==> src/ebsh_pkg.sv <==
// Constants for the external bus select and hold block.
// Assumes a 20-bit external address and a 24-bit internal address space.
`default_nettype none
package ebsh_pkg;
    localparam int NUM_CS = 6;
    localparam int ADDR_W = 24;
    // Reset range of the first chip select (internal view)
    localparam logic [23:0] CS0_RST_BASE = 24'hFF_2000;
    localparam logic [23:0] CS0_RST_TOP = 24'hFF_20FF;
    // Special-purpose and program partition
    localparam logic [23:0] SPP_LO = 24'hFF_2000;
    localparam logic [23:0] SPP_HI = 24'hFF_DFFF;
    // Ranges of unprogrammed selects: empty (base above top)
    localparam logic [23:0] CS_RST_BASE = 24'hFF_FFFF;
    localparam logic [23:0] CS_RST_TOP = 24'h00_0000;
    // Port 2 pin positions of shared functions
    localparam int P2_BUS_REQUEST_N_BIT = 3;
    localparam int P2_HOLD_BIT = 5;
    localparam int P2_HOLD_ACK_N_BIT = 6;
    localparam int P2_CLK_BIT = 7;
    // Index of the chip select whose bus configuration is the default
    localparam logic [2:0] DEFAULT_CFG_CS = 3'h5;
    typedef enum logic [2:0] {
        BUS_OWN = 3'b001,
        BUS_RELEASE = 3'b010,
        BUS_HELD = 3'b100
    } ebsh_hold_t;
endpackage
`default_nettype wire

==> src/ebsh_cs_decode.sv <==
// Chip-select range decoder with lowest-index priority.
// Assumes ranges are inclusive and compared on the full internal address.
`timescale 1ns/10ps
`default_nettype none
module ebsh_cs_decode
    import ebsh_pkg::*;
#(
    parameter int NCS = NUM_CS
) (
    // Address and ranges
    input wire logic [ADDR_W-1:0] addr,
    input wire logic [NCS*ADDR_W-1:0] rangeBase,
    input wire logic [NCS*ADDR_W-1:0] rangeTop,
    // Result
    output logic [NCS-1:0] hitOneHot,
    output logic anyHit,
    output logic [2:0] hitIndex
);
    logic [NCS-1:0] rawHit;
    for (genvar i = 0; i < NCS; i++) begin : g_cmp
        assign rawHit[i] = (addr >= rangeBase[i*ADDR_W +: ADDR_W]) &&
                           (addr <= rangeTop[i*ADDR_W +: ADDR_W]);
    end
    // Keep only the lowest set bit
    assign hitOneHot = rawHit & (~rawHit + NCS'(1));
    assign anyHit = |rawHit;
    always_comb begin
        hitIndex = DEFAULT_CFG_CS;
        for (int j = NCS - 1; j >= 0; j--) begin
            if (rawHit[j]) begin
                hitIndex = 3'(j);
            end
        end
    end
endmodule
`default_nettype wire

==> src/ebsh_top.sv <==
// Bus steering: chip selects, internal/external routing, bus hold, half-rate clock.
// Assumes the bus controller presents one access request with its address,
// held until accepted; ranges come from a chip-select unit outside.
//
// Function
// - Bus request asserted when cycle pending during hold
// - Hold enable dedicates port 2 request pin
// - Pin reconfiguration ignored while hold enabled
// - Half-rate, 50% duty clock output on port pin
// - Lowest-index in-range chip select asserted, on an external cycle only
// - No match: no select, sixth select configuration
// - First select resets to FF2000-FF20FF range
// - Partition internal unless external access asserted
// - Other addresses ignore external access input
// - External access input evaluated live, not latched
// - Hold acknowledge only after bus released
`timescale 1ns/10ps
`default_nettype none
module ebsh_top
    import ebsh_pkg::*;
#(
    parameter int NCS = NUM_CS
) (
    // Clock and reset
    input wire logic clk_sys,
    input wire logic nrst,
    // Bus controller side
    input wire logic accReq,
    input wire logic [ADDR_W-1:0] accAddr,
    input wire logic accDone,
    output logic accExternal,
    output logic accInternal,
    output logic [2:0] accCfgIndex,
    // Chip-select range programming
    input wire logic csProgWe,
    input wire logic [2:0] csProgIdx,
    input wire logic [ADDR_W-1:0] csProgBase,
    input wire logic [ADDR_W-1:0] csProgTop,
    // Control
    input wire logic hold_protocol_enable_bit,
    input wire logic [7:0] port2_function_select,
    input wire logic [7:0] port2_direction_select,
    input wire logic [7:0] port2_output_value,
    input wire logic [7:0] port2PinIn,
    // External pins
    input wire logic external_access_n,
    input wire logic holdReqN,
    output logic [NCS-1:0] chip_select_n,
    output logic [7:0] port2PinOut,
    output logic [7:0] port2PinOe,
    output logic busReleased
);
    // ******************************************
    // Parameter check
    // ******************************************
    // Select index and one-hot outputs serve one to eight selects
    if (NCS < 1 || NCS > 8) begin : g_bad_ncs
        $error("NCS out of range");
    end

    // ******************************************
    // Chip-select ranges
    // ******************************************
    // Writes to a select index of NCS or above are dropped
    logic [NCS*ADDR_W-1:0] baseQ, topQ;
    always_ff @(posedge clk_sys) begin
        if (!nrst) begin
            for (int i = 0; i < NCS; i++) begin
                baseQ[i*ADDR_W +: ADDR_W] <= (i == 0) ? CS0_RST_BASE : CS_RST_BASE;
                topQ[i*ADDR_W +: ADDR_W] <= (i == 0) ? CS0_RST_TOP : CS_RST_TOP;
            end
        end else if (csProgWe && int'(csProgIdx) < NCS) begin
            baseQ[csProgIdx*ADDR_W +: ADDR_W] <= csProgBase;
            topQ[csProgIdx*ADDR_W +: ADDR_W] <= csProgTop;
        end
    end

    // ******************************************
    // Routing and decode
    // ******************************************
    logic [NCS-1:0] hitOneHot;
    logic anyHit;
    logic [2:0] hitIndex;
    ebsh_cs_decode #(.NCS(NCS)) u_dec (
        .addr(accAddr),
        .rangeBase(baseQ),
        .rangeTop(topQ),
        .hitOneHot(hitOneHot),
        .anyHit(anyHit),
        .hitIndex(hitIndex)
    );
    // Inclusive window test on the internal address
    function automatic logic in_window(input logic [ADDR_W-1:0] a, input logic [ADDR_W-1:0] lo,
                                       input logic [ADDR_W-1:0] hi);
        return (a >= lo) && (a <= hi);
    endfunction

    wire inPartition = in_window(accAddr, SPP_LO, SPP_HI);
    // Live pin, no latch; outside the partition all accesses go external
    wire goExternal = inPartition ? !external_access_n : 1'b1;

    // ******************************************
    // Bus hold protocol
    // ******************************************
    ebsh_hold_t stQ, stD;
    wire holdEn = hold_protocol_enable_bit;
    wire holdReq = holdEn && !holdReqN;
    logic busyQ;
    always_comb begin
        stD = stQ;
        unique case (stQ)
            BUS_OWN: if (holdReq) stD = BUS_RELEASE;
            BUS_RELEASE: if (!busyQ || accDone) stD = BUS_HELD;
            BUS_HELD: if (!holdReq) stD = BUS_OWN;
            default: stD = BUS_OWN;
        endcase
    end
    // Only a bus this block owns may start an external cycle
    wire extCycle = accReq && goExternal && stQ == BUS_OWN;
    always_ff @(posedge clk_sys) begin
        if (!nrst) begin
            stQ <= BUS_OWN;
            busyQ <= 1'b0;
        end else begin
            stQ <= stD;
            busyQ <= accDone ? 1'b0 : (extCycle ? 1'b1 : busyQ);
        end
    end
    // A cycle left waiting while the bus is lent out
    wire pendExt = accReq && goExternal && stQ != BUS_OWN;

    // ******************************************
    // Port 2 configuration, shadowed while hold is on
    // ******************************************
    // Writes land only while hold is off, taken up the cycle after it clears
    logic [7:0] modeQ, dirQ, valQ;
    always_ff @(posedge clk_sys) begin
        if (!nrst) begin
            modeQ <= 8'h00;
            dirQ <= 8'h00;
            valQ <= 8'h00;
        end else if (!holdEn) begin
            modeQ <= port2_function_select;
            dirQ <= port2_direction_select;
            valQ <= port2_output_value;
        end
    end

    // ******************************************
    // Half-rate clock and registered outputs
    // ******************************************
    logic clkDivQ;
    always_ff @(posedge clk_sys) begin
        if (!nrst) clkDivQ <= 1'b0;
        else clkDivQ <= !clkDivQ;
    end
    wire heldNext = (stD == BUS_HELD);
    // Pin levels of the hold handshake, active low
    wire busReqN = !pendExt;
    wire holdAckN = !heldNext;

    logic [7:0] p2OutD, p2OeD;
    always_comb begin
        p2OutD = valQ;
        p2OeD = dirQ;
        if (modeQ[P2_CLK_BIT]) begin
            p2OutD[P2_CLK_BIT] = !clkDivQ;
            p2OeD[P2_CLK_BIT] = 1'b1;
        end
        if (holdEn) begin
            p2OutD[P2_BUS_REQUEST_N_BIT] = busReqN;
            p2OeD[P2_BUS_REQUEST_N_BIT] = 1'b1;
            p2OutD[P2_HOLD_ACK_N_BIT] = holdAckN;
            p2OeD[P2_HOLD_ACK_N_BIT] = 1'b1;
            p2OutD[P2_HOLD_BIT] = 1'b0;
            p2OeD[P2_HOLD_BIT] = 1'b0;
        end
    end

    // ******************************************
    // Next values of the access outputs
    // ******************************************
    // Selects fire only for a bus cycle this block runs itself
    wire [NCS-1:0] csNextN = (extCycle && anyHit) ? ~hitOneHot : '1;
    // Unmatched cycles fall back to the sixth select's bus configuration
    wire [2:0] cfgNext = anyHit ? hitIndex : DEFAULT_CFG_CS;
    wire intNext = accReq && !goExternal;

    // ******************************************
    // Registered outputs
    // ******************************************
    always_ff @(posedge clk_sys) begin
        if (!nrst) begin
            chip_select_n <= '1;
            accExternal <= 1'b0;
            accInternal <= 1'b0;
            accCfgIndex <= DEFAULT_CFG_CS;
        end else begin
            chip_select_n <= csNextN;
            accExternal <= extCycle;
            accInternal <= intNext;
            accCfgIndex <= cfgNext;
        end
    end
    always_ff @(posedge clk_sys) begin
        if (!nrst) begin
            port2PinOut <= 8'h00;
            port2PinOe <= 8'h00;
            busReleased <= 1'b0;
        end else begin
            port2PinOut <= p2OutD;
            port2PinOe <= p2OeD;
            busReleased <= heldNext;
        end
    end
endmodule
`default_nettype wire

==> config.mk <==
export PLATFORM = sky130hd
export DESIGN_NAME = ebsh_top
export DESIGN_NICKNAME = d
export VERILOG_FILES = /design/src/ebsh_pkg.sv /design/src/ebsh_cs_decode.sv /design/src/ebsh_top.sv
export SDC_FILE = /design/constraint.sdc
export NUM_CORES = 1
export LEC_CHECK = 0
export ABC_CLOCK_PERIOD_IN_PS = 3900
export BUFFER_PORTS_ARGS = -buffer_cell sky130_fd_sc_hd__buf_2
export CAP_MARGIN = 30
export CORE_AREA = 2 2 193 195
export DETAILED_ROUTE_END_ITERATION = 10
export DIE_AREA = 0 0 195 197
export GPL_ROUTABILITY_DRIVEN = 0
export GPL_TIMING_DRIVEN = 0
export HOLD_SLACK_MARGIN = 0.1
export MAX_ROUTING_LAYER = met4
export PLACE_DENSITY_LB_ADDON = 0.3
export SLEW_MARGIN = 10
export SYNTH_ARGS = -nofsm -noshare
export SYNTH_HDL_FRONTEND = slang
export SYNTH_SLANG_ARGS = --single-unit
==> constraint.sdc <==
create_clock -name clk_sys -period 3.9 [get_ports clk_sys]
set_input_delay 0.195 -clock clk_sys [delete_from_list [all_inputs] [get_ports clk_sys]]
set_output_delay 0.195 -clock clk_sys [all_outputs]
set_load 0.01 [all_outputs]
======== After elaboration in Yosys (flattened, before gate mapping) ========
Index checks and enable logic that the tools add are counted.
cells by class
  $add $sub $neg .......................... 2
  multipliers ............................. 1
  div/mod/pow operators ................... 0
  $lt $le $gt $ge ......................... 15
  eq/ne operators ......................... 5
  shifts and indexed selects .............. 3
  mux-type cells .......................... 18
  bitwise gates (word level) .............. 5
  reduce and logical (&&, ||, !) cells .... 28
operators with widths
  kind                                                     count
  bitwise mux 144 bit                                      2
  indexed part select 24 x 34 -> 144 bit                   2
  >= comparator 24 bit                                     6
  <= comparator 24 bit                                     6
  variable shift 24 x 34 -> 144 bit, first input constant  1
  negator 8 -> 34 bit                                      1
  >= comparator 24 bit, second input constant              1
  <= comparator 24 bit, second input constant              1
  two-way mux 3 bit                                        7
  logical AND 1 bit                                        14
  inverter 6 bit                                           2
  one-hot mux 3 bit (3 select lines)                       1
  zero test 1 bit                                          7
  adder 6 x 1 -> 6 bit, second input constant              1
  AND 6 bit                                                1
  equality test 3 bit, second input constant               2
  two-way mux 1 bit                                        6
  OR reduction 6 bit                                       1
  multiplier 3 x 2 -> 5 bit, second input constant         1
  two-way mux 2 bit                                        2
  AND reduction 2 bit                                      2
  OR reduction 2 bit                                       2
  OR reduction 4 bit                                       1
  equality test 3 x 1 -> 1 bit, second input constant      1
  other kinds (5)                                          6
storage, ports and cells
  flip-flop bits (word level) ............. 345
  latch bits .............................. 0
  RAM bits ................................ 0
  bits in read-only memories .............. 0
  input port bits ......................... 115
  output and inout bits ................... 28
  word-level logic and storage cells ...... 95
  memories kept ........................... 0

======== Longest topological paths before layout ========
  word-level depth ........................ 7
  depth in mapped cells ................... 14
  gate-level depth less buffers ........... 11

======== Modules after synthesis ========
From an unflattened synthesis, not the netlist that was laid out.
second synthesis, totals
  cell total of the unflattened synthesis .. 2785
  area total of the unflattened synthesis .. 23002.1 um2
by module, submodules not included
  module          times used  cells each  area each (um2)  seq. area each (um2)
  ebsh_top        1           1788        15681.3          6766.5
  ebsh_cs_decode  1           997         7320.8           0.0

======== Worst setup path after synthesis ========
No wires, ideal clock.
  kind .................................... input to register
  start ................................... in csProgIdx[0]
  end ..................................... reg baseQ[100]
  setup time .............................. 141 ps
  arrival ................................. 3035 ps
  required time ........................... 3759 ps
  setup slack ............................. 723 ps
  stages on the path ...................... 13
  buffers on the path ..................... 2
  path through ............................ ha_1 fa_1 xnor2_2 and2_1 ha_1 clkbuf_1 and2_1 o21ai_1 nor3_2 nand2_1 clkbuf_1 nand2_1 o211ai_1
between the ends
  cells in the longest elaborated chain, start to end .. 4
  elaborated cells between the ends (all ways) .. 7
  classes of those cells .................. add/sub (1); mul (1); order compare (1); shift (2); mux (1); reduce/logical (1)
ends and longest elaborated chain
  what                                                                                                RTL line        text
  from (decl)                                                                                         ebsh_top.sv:36  input wire logic [2:0] csProgIdx,
  multiplier 3 x 2 -> 5 bit                                                                           ebsh_top.sv:73  baseQ[csProgIdx*ADDR_W +: ADDR_W] <= csProgBase;
  negator 8 -> 34 bit                                                                                 ebsh_top.sv:73
  indexed part select 24 x 34 -> 144 bit / variable shift 24 x 34 -> 144 bit (equally long branches)  ebsh_top.sv:73
  bitwise mux 144 bit                                                                                 ebsh_top.sv:73
  to (signal, indexed assignment)                                                                     ebsh_top.sv:69  baseQ[i*ADDR_W +: ADDR_W] <= (i == 0) ? CS0_RST_BASE : CS_RST_BASE;
  to (signal, indexed assignment)                                                                     ebsh_top.sv:73
  to (decl)                                                                                           ebsh_top.sv:65  logic [NCS*ADDR_W-1:0] baseQ, topQ;
Parallel ways exist; a longest one is shown, timed or not.
A chain may end at the register's enable or synchronous reset.

======== Final worst setup path ========
  start ................................... in csProgIdx[1]
  end ..................................... reg baseQ[84]
Same word-level chain as after synthesis.

==> results by group <==
Logic synthesis
  – Top-area cell type share of the netlist area: 31.5%
  – Syn_nets: 3096
  – Asr flop ratio synth: 0%
  – EDFF count, synth: 0
  – Largest cells by area after synthesis: dfxtp_1 31%, ha_1 17%, nand2_1 5.2%
  – Synth warn: 0
  – Post-Syn Instances: 2686
  – Mean Syn Cell Area: 8.00 um2
  – Unique masters post-synth: 66
  – Area leader, netlist: dfxtp_1
  – Primary FF master, synth: dfxtp_1
  – #FFs+latches synth: 338
  – Mapped Area: 0.0215 mm2
  – Post-synthesis sequential area ratio: 31.5%
  – Top-count cell post-synth: dfxtp_1
  – Top cells by count, synth: 338 x dfxtp_1, 300 x nand2_1, 294 x ha_1, 286 x inv_1, 250 x nor2_1

Timing
  – Final clock period utilization by the worst path: 98.8%
  – Final hold vios: 0
  – Slew @ Worst Pin: 1.12 ns
  – Final worst slack: 0.0487 ns
  – Relative slew slack: 25.2%
  – TNS Setup: 0 ns
  – Max Clk Rate: 260 MHz
  – Skew final: 0.0183 ns
  – Min Tclk post-route: 3.85 ns
  – Setup-failing EPs final: 0
  – Max-slew violations: 0
  – RSZ-0062 raised after global routing: false

Critical path
  – Worst r2r path cells: 9
  – Kind of critical path: input pin to flop
  – Critical path fanouts, max: 10
  – CP Capture Type: flop
  – RR Endpoint: chip_select_n[5]
  – CP Launch Type: input pin
  – Req. time, crit path: 4.34 ns
  – Worst r2r src: topQ[23]
  – R2r setup slk: 0.59 ns
  – CP arrival: 4.29 ns

Clock tree
  – H-tree depth reported by CTS: 2
  – CTS Buffer Depth: 3
  – CTS clock-pin slew for the worst setup and hold paths: 0.06 ns
  – CTS root buf: clkbuf_16
  – Num CTS Buffers: 37
  – Clock sinks: 338
  – CTS tree: yes
  – Worst-skew pair later-pin latency: 0.55 ns
  – Post-CTS Setup Bufs: 0

GRT
  – Initial antenna violation count: 3
  – GRT overflow: 0
  – Vias in the first global route: 20.9k
  – Tot GR Track Use: 42.1%
  – First-pass GRT wire length: 119000 um
  – Pin count of the biggest net entering global routing: 15

Placed design
  – Placed wire-length estimate: 58600 um
  – IO buf count: 118
  – Dpl ws: -0.277 ns

Final layout
  – Final nets: 3284
  – Fillers: 3029
  – Fraction of layout cells with a size suffix above 1: 7.58%
  – Area Growth Syn to Fin: 12.7%

Pwr
  – Worst IR Drop VDD: 313 uV
  – Tot Pwr: 9.21 mW
  – PwrDens: 381 mW/mm2
  – Lkg Pwr: 11.4 nW

Drt
  – Drt total wl: 80300 um
  – Antenna Violating Nets Remaining: 0
  – Drt first pass iters: 8
  – Wirelength per Cell: 23.8 um
  – Vias per Instance: 6.51
  – Vias: 21.9k
  – DRC errors left: 0
  – Drt first-iter violations: 2627

Die
  – Die W: 195 um
  – Die area: 0.0384 mm2
  – # rows: 70
  – Starting Density: 59.3%
  – Die H: 197 um
  – Top Ports: 143
  – Core region area: 0.0363 mm2

Min path
  – Hold crit path type: input pin to flop
  – Hold EP: port2PinOut[6]
  – WHS Path Cells: 3
  – Hold Startpoint: hold_protocol_enable_bit

Outcome
  – Outcome: finished clean

Job
  – Max-cap violations: 0
## placed cells by master, fill, tap and decap left out, types with 12 or more instances in the layout
cell type        n
ha_1           294
a221oi_1        18
nand3_1         53
nor3_1          28
inv_1          286
o21ai_1         12
o211ai_1       128
nand2b_1        15
mux2_2          12
a21o_1          39
clkbuf_1       134
a211oi_1       140
nand2_1        300
a211o_1         17
mux2i_1         66
o21ai_0         82
and2_1          18
a22oi_1         57
nor2_1         250
dfxtp_1        338
a21oi_1        183
nand4_1         56
clkbuf_16       37
buf_2          133
dlygate4sd3_1   29
## cell type report
type | instances | area [um2] | area share (%)
diodes | 3 | 7.51 | 0.0310
flip-flops and latches | 338 | 6770 | 28.0
repair buffers | 149 | 901 | 3.72
multi-input cells | 1909 | 13100 | 54.0
well taps | 468 | 586 | 2.42
inverters | 288 | 1080 | 4.47
clock buffers | 52 | 1060 | 4.39
clock inverters | 14 | 149 | 0.615
plain buffers | 151 | 589 | 2.43
## critical path, cell delays in order
cell and delay [ns]:
buf_2 0.16, ha_1 0.31, fa_1 0.53, xnor2_2 0.40, and2_1 0.23, ha_1 0.28
clkbuf_1 0.23, and2_1 0.21, o21ai_1 0.32, nor3_1 0.11, o21ai_1 0.53, buf_2 0.37
a211oi_1 0.12, a211o_1 0.30
## repair_timing
action,4_1_cts,5_1_grt
endpoints found under the hold margin,31,0
setup endpoints to repair,0,18
hold buffers,29,0
resized for setup,0,3
## state kept, by name, summed over array words and instances, names as in the netlist
| name | count |
|---|---|
| accCfgIndex | 3 |
| port2PinOe | 8 |
| valQ | 8 |
| port2PinOut | 8 |
| dirQ | 8 |
| chip_select_n | 6 |
| clkDivQ | 1 |
| accExternal | 1 |
| accInternal | 1 |
| topQ | 144 |
| baseQ | 144 |
| modeQ | 1 |
| busyQ | 1 |
| stQ | 3 |
| busReleased | 1 |
## routing by layer
metal | share of wire, % | track usage (%)
met5 | 0 | -
met4 | 8.8 | 30.2
met3 | 13 | 10.4
met2 | 41 | 61.8
met1 | 37 | 50.4
## power breakdown
group | total [mW] | internal [mW] | switching [mW] | leakage (nW)
combinational | 1.98 | 0.620 | 1.36 | 8.08
sequential | 3.67 | 3.60 | 0.0704 | 2.75
clock | 3.56 | 2.04 | 1.52 | 0.600
total | 9.21 | 6.27 | 2.94 | 11.4
## per-stage QoR
stage / utilization (%) / hold slack, ns / instance area, um2 / instances
2_1_floorplan: - / 0.274 / 21500 / 2686
4_1_cts: 66.7 / 0.102 / 24200 / 3368
3_3_place_gp: 62.5 / 0.406 / 22700 / 3272
6_report: 66.8 / 0.111 / 24200 / 3372
5_1_grt: 66.8 / 0.122 / 24200 / 3372
3_5_place_dp: 62.6 / 0.425 / 22700 / 3273
## logic make-up after synthesis
| kind of cell | after synthesis | share of synthesized area (%) |
|---|---|---|
| muxes | 78 | 3.70 |
| buffers and inverters | 439 | 7.77 |
| DFF | 338 | 31.5 |
| adders and majority gates | 295 | 17.2 |
| and+or+nand+nor | 786 | 16.3 |
| AOI/OAI and AO/OA | 741 | 23.1 |
| xor gates and xnor gates | 9 | 0.437 |
## worst max-delay path by stage
stage            startpoint  cells after the start         end  slack (ns)
3_5_place_dp   csProgIdx[0]                     14    topQ[18]       -0.28
6_report       csProgIdx[1]                     14   baseQ[84]        0.05
5_1_grt        csProgIdx[1]                     13  baseQ[136]       0.009
4_1_cts        csProgIdx[0]                     14    topQ[18]        0.27
3_3_place_gp   csProgIdx[0]                     14    topQ[18]       -0.21
2_1_floorplan  csProgIdx[0]                     13  baseQ[100]        0.72
(Power assumes the default switching activity.)
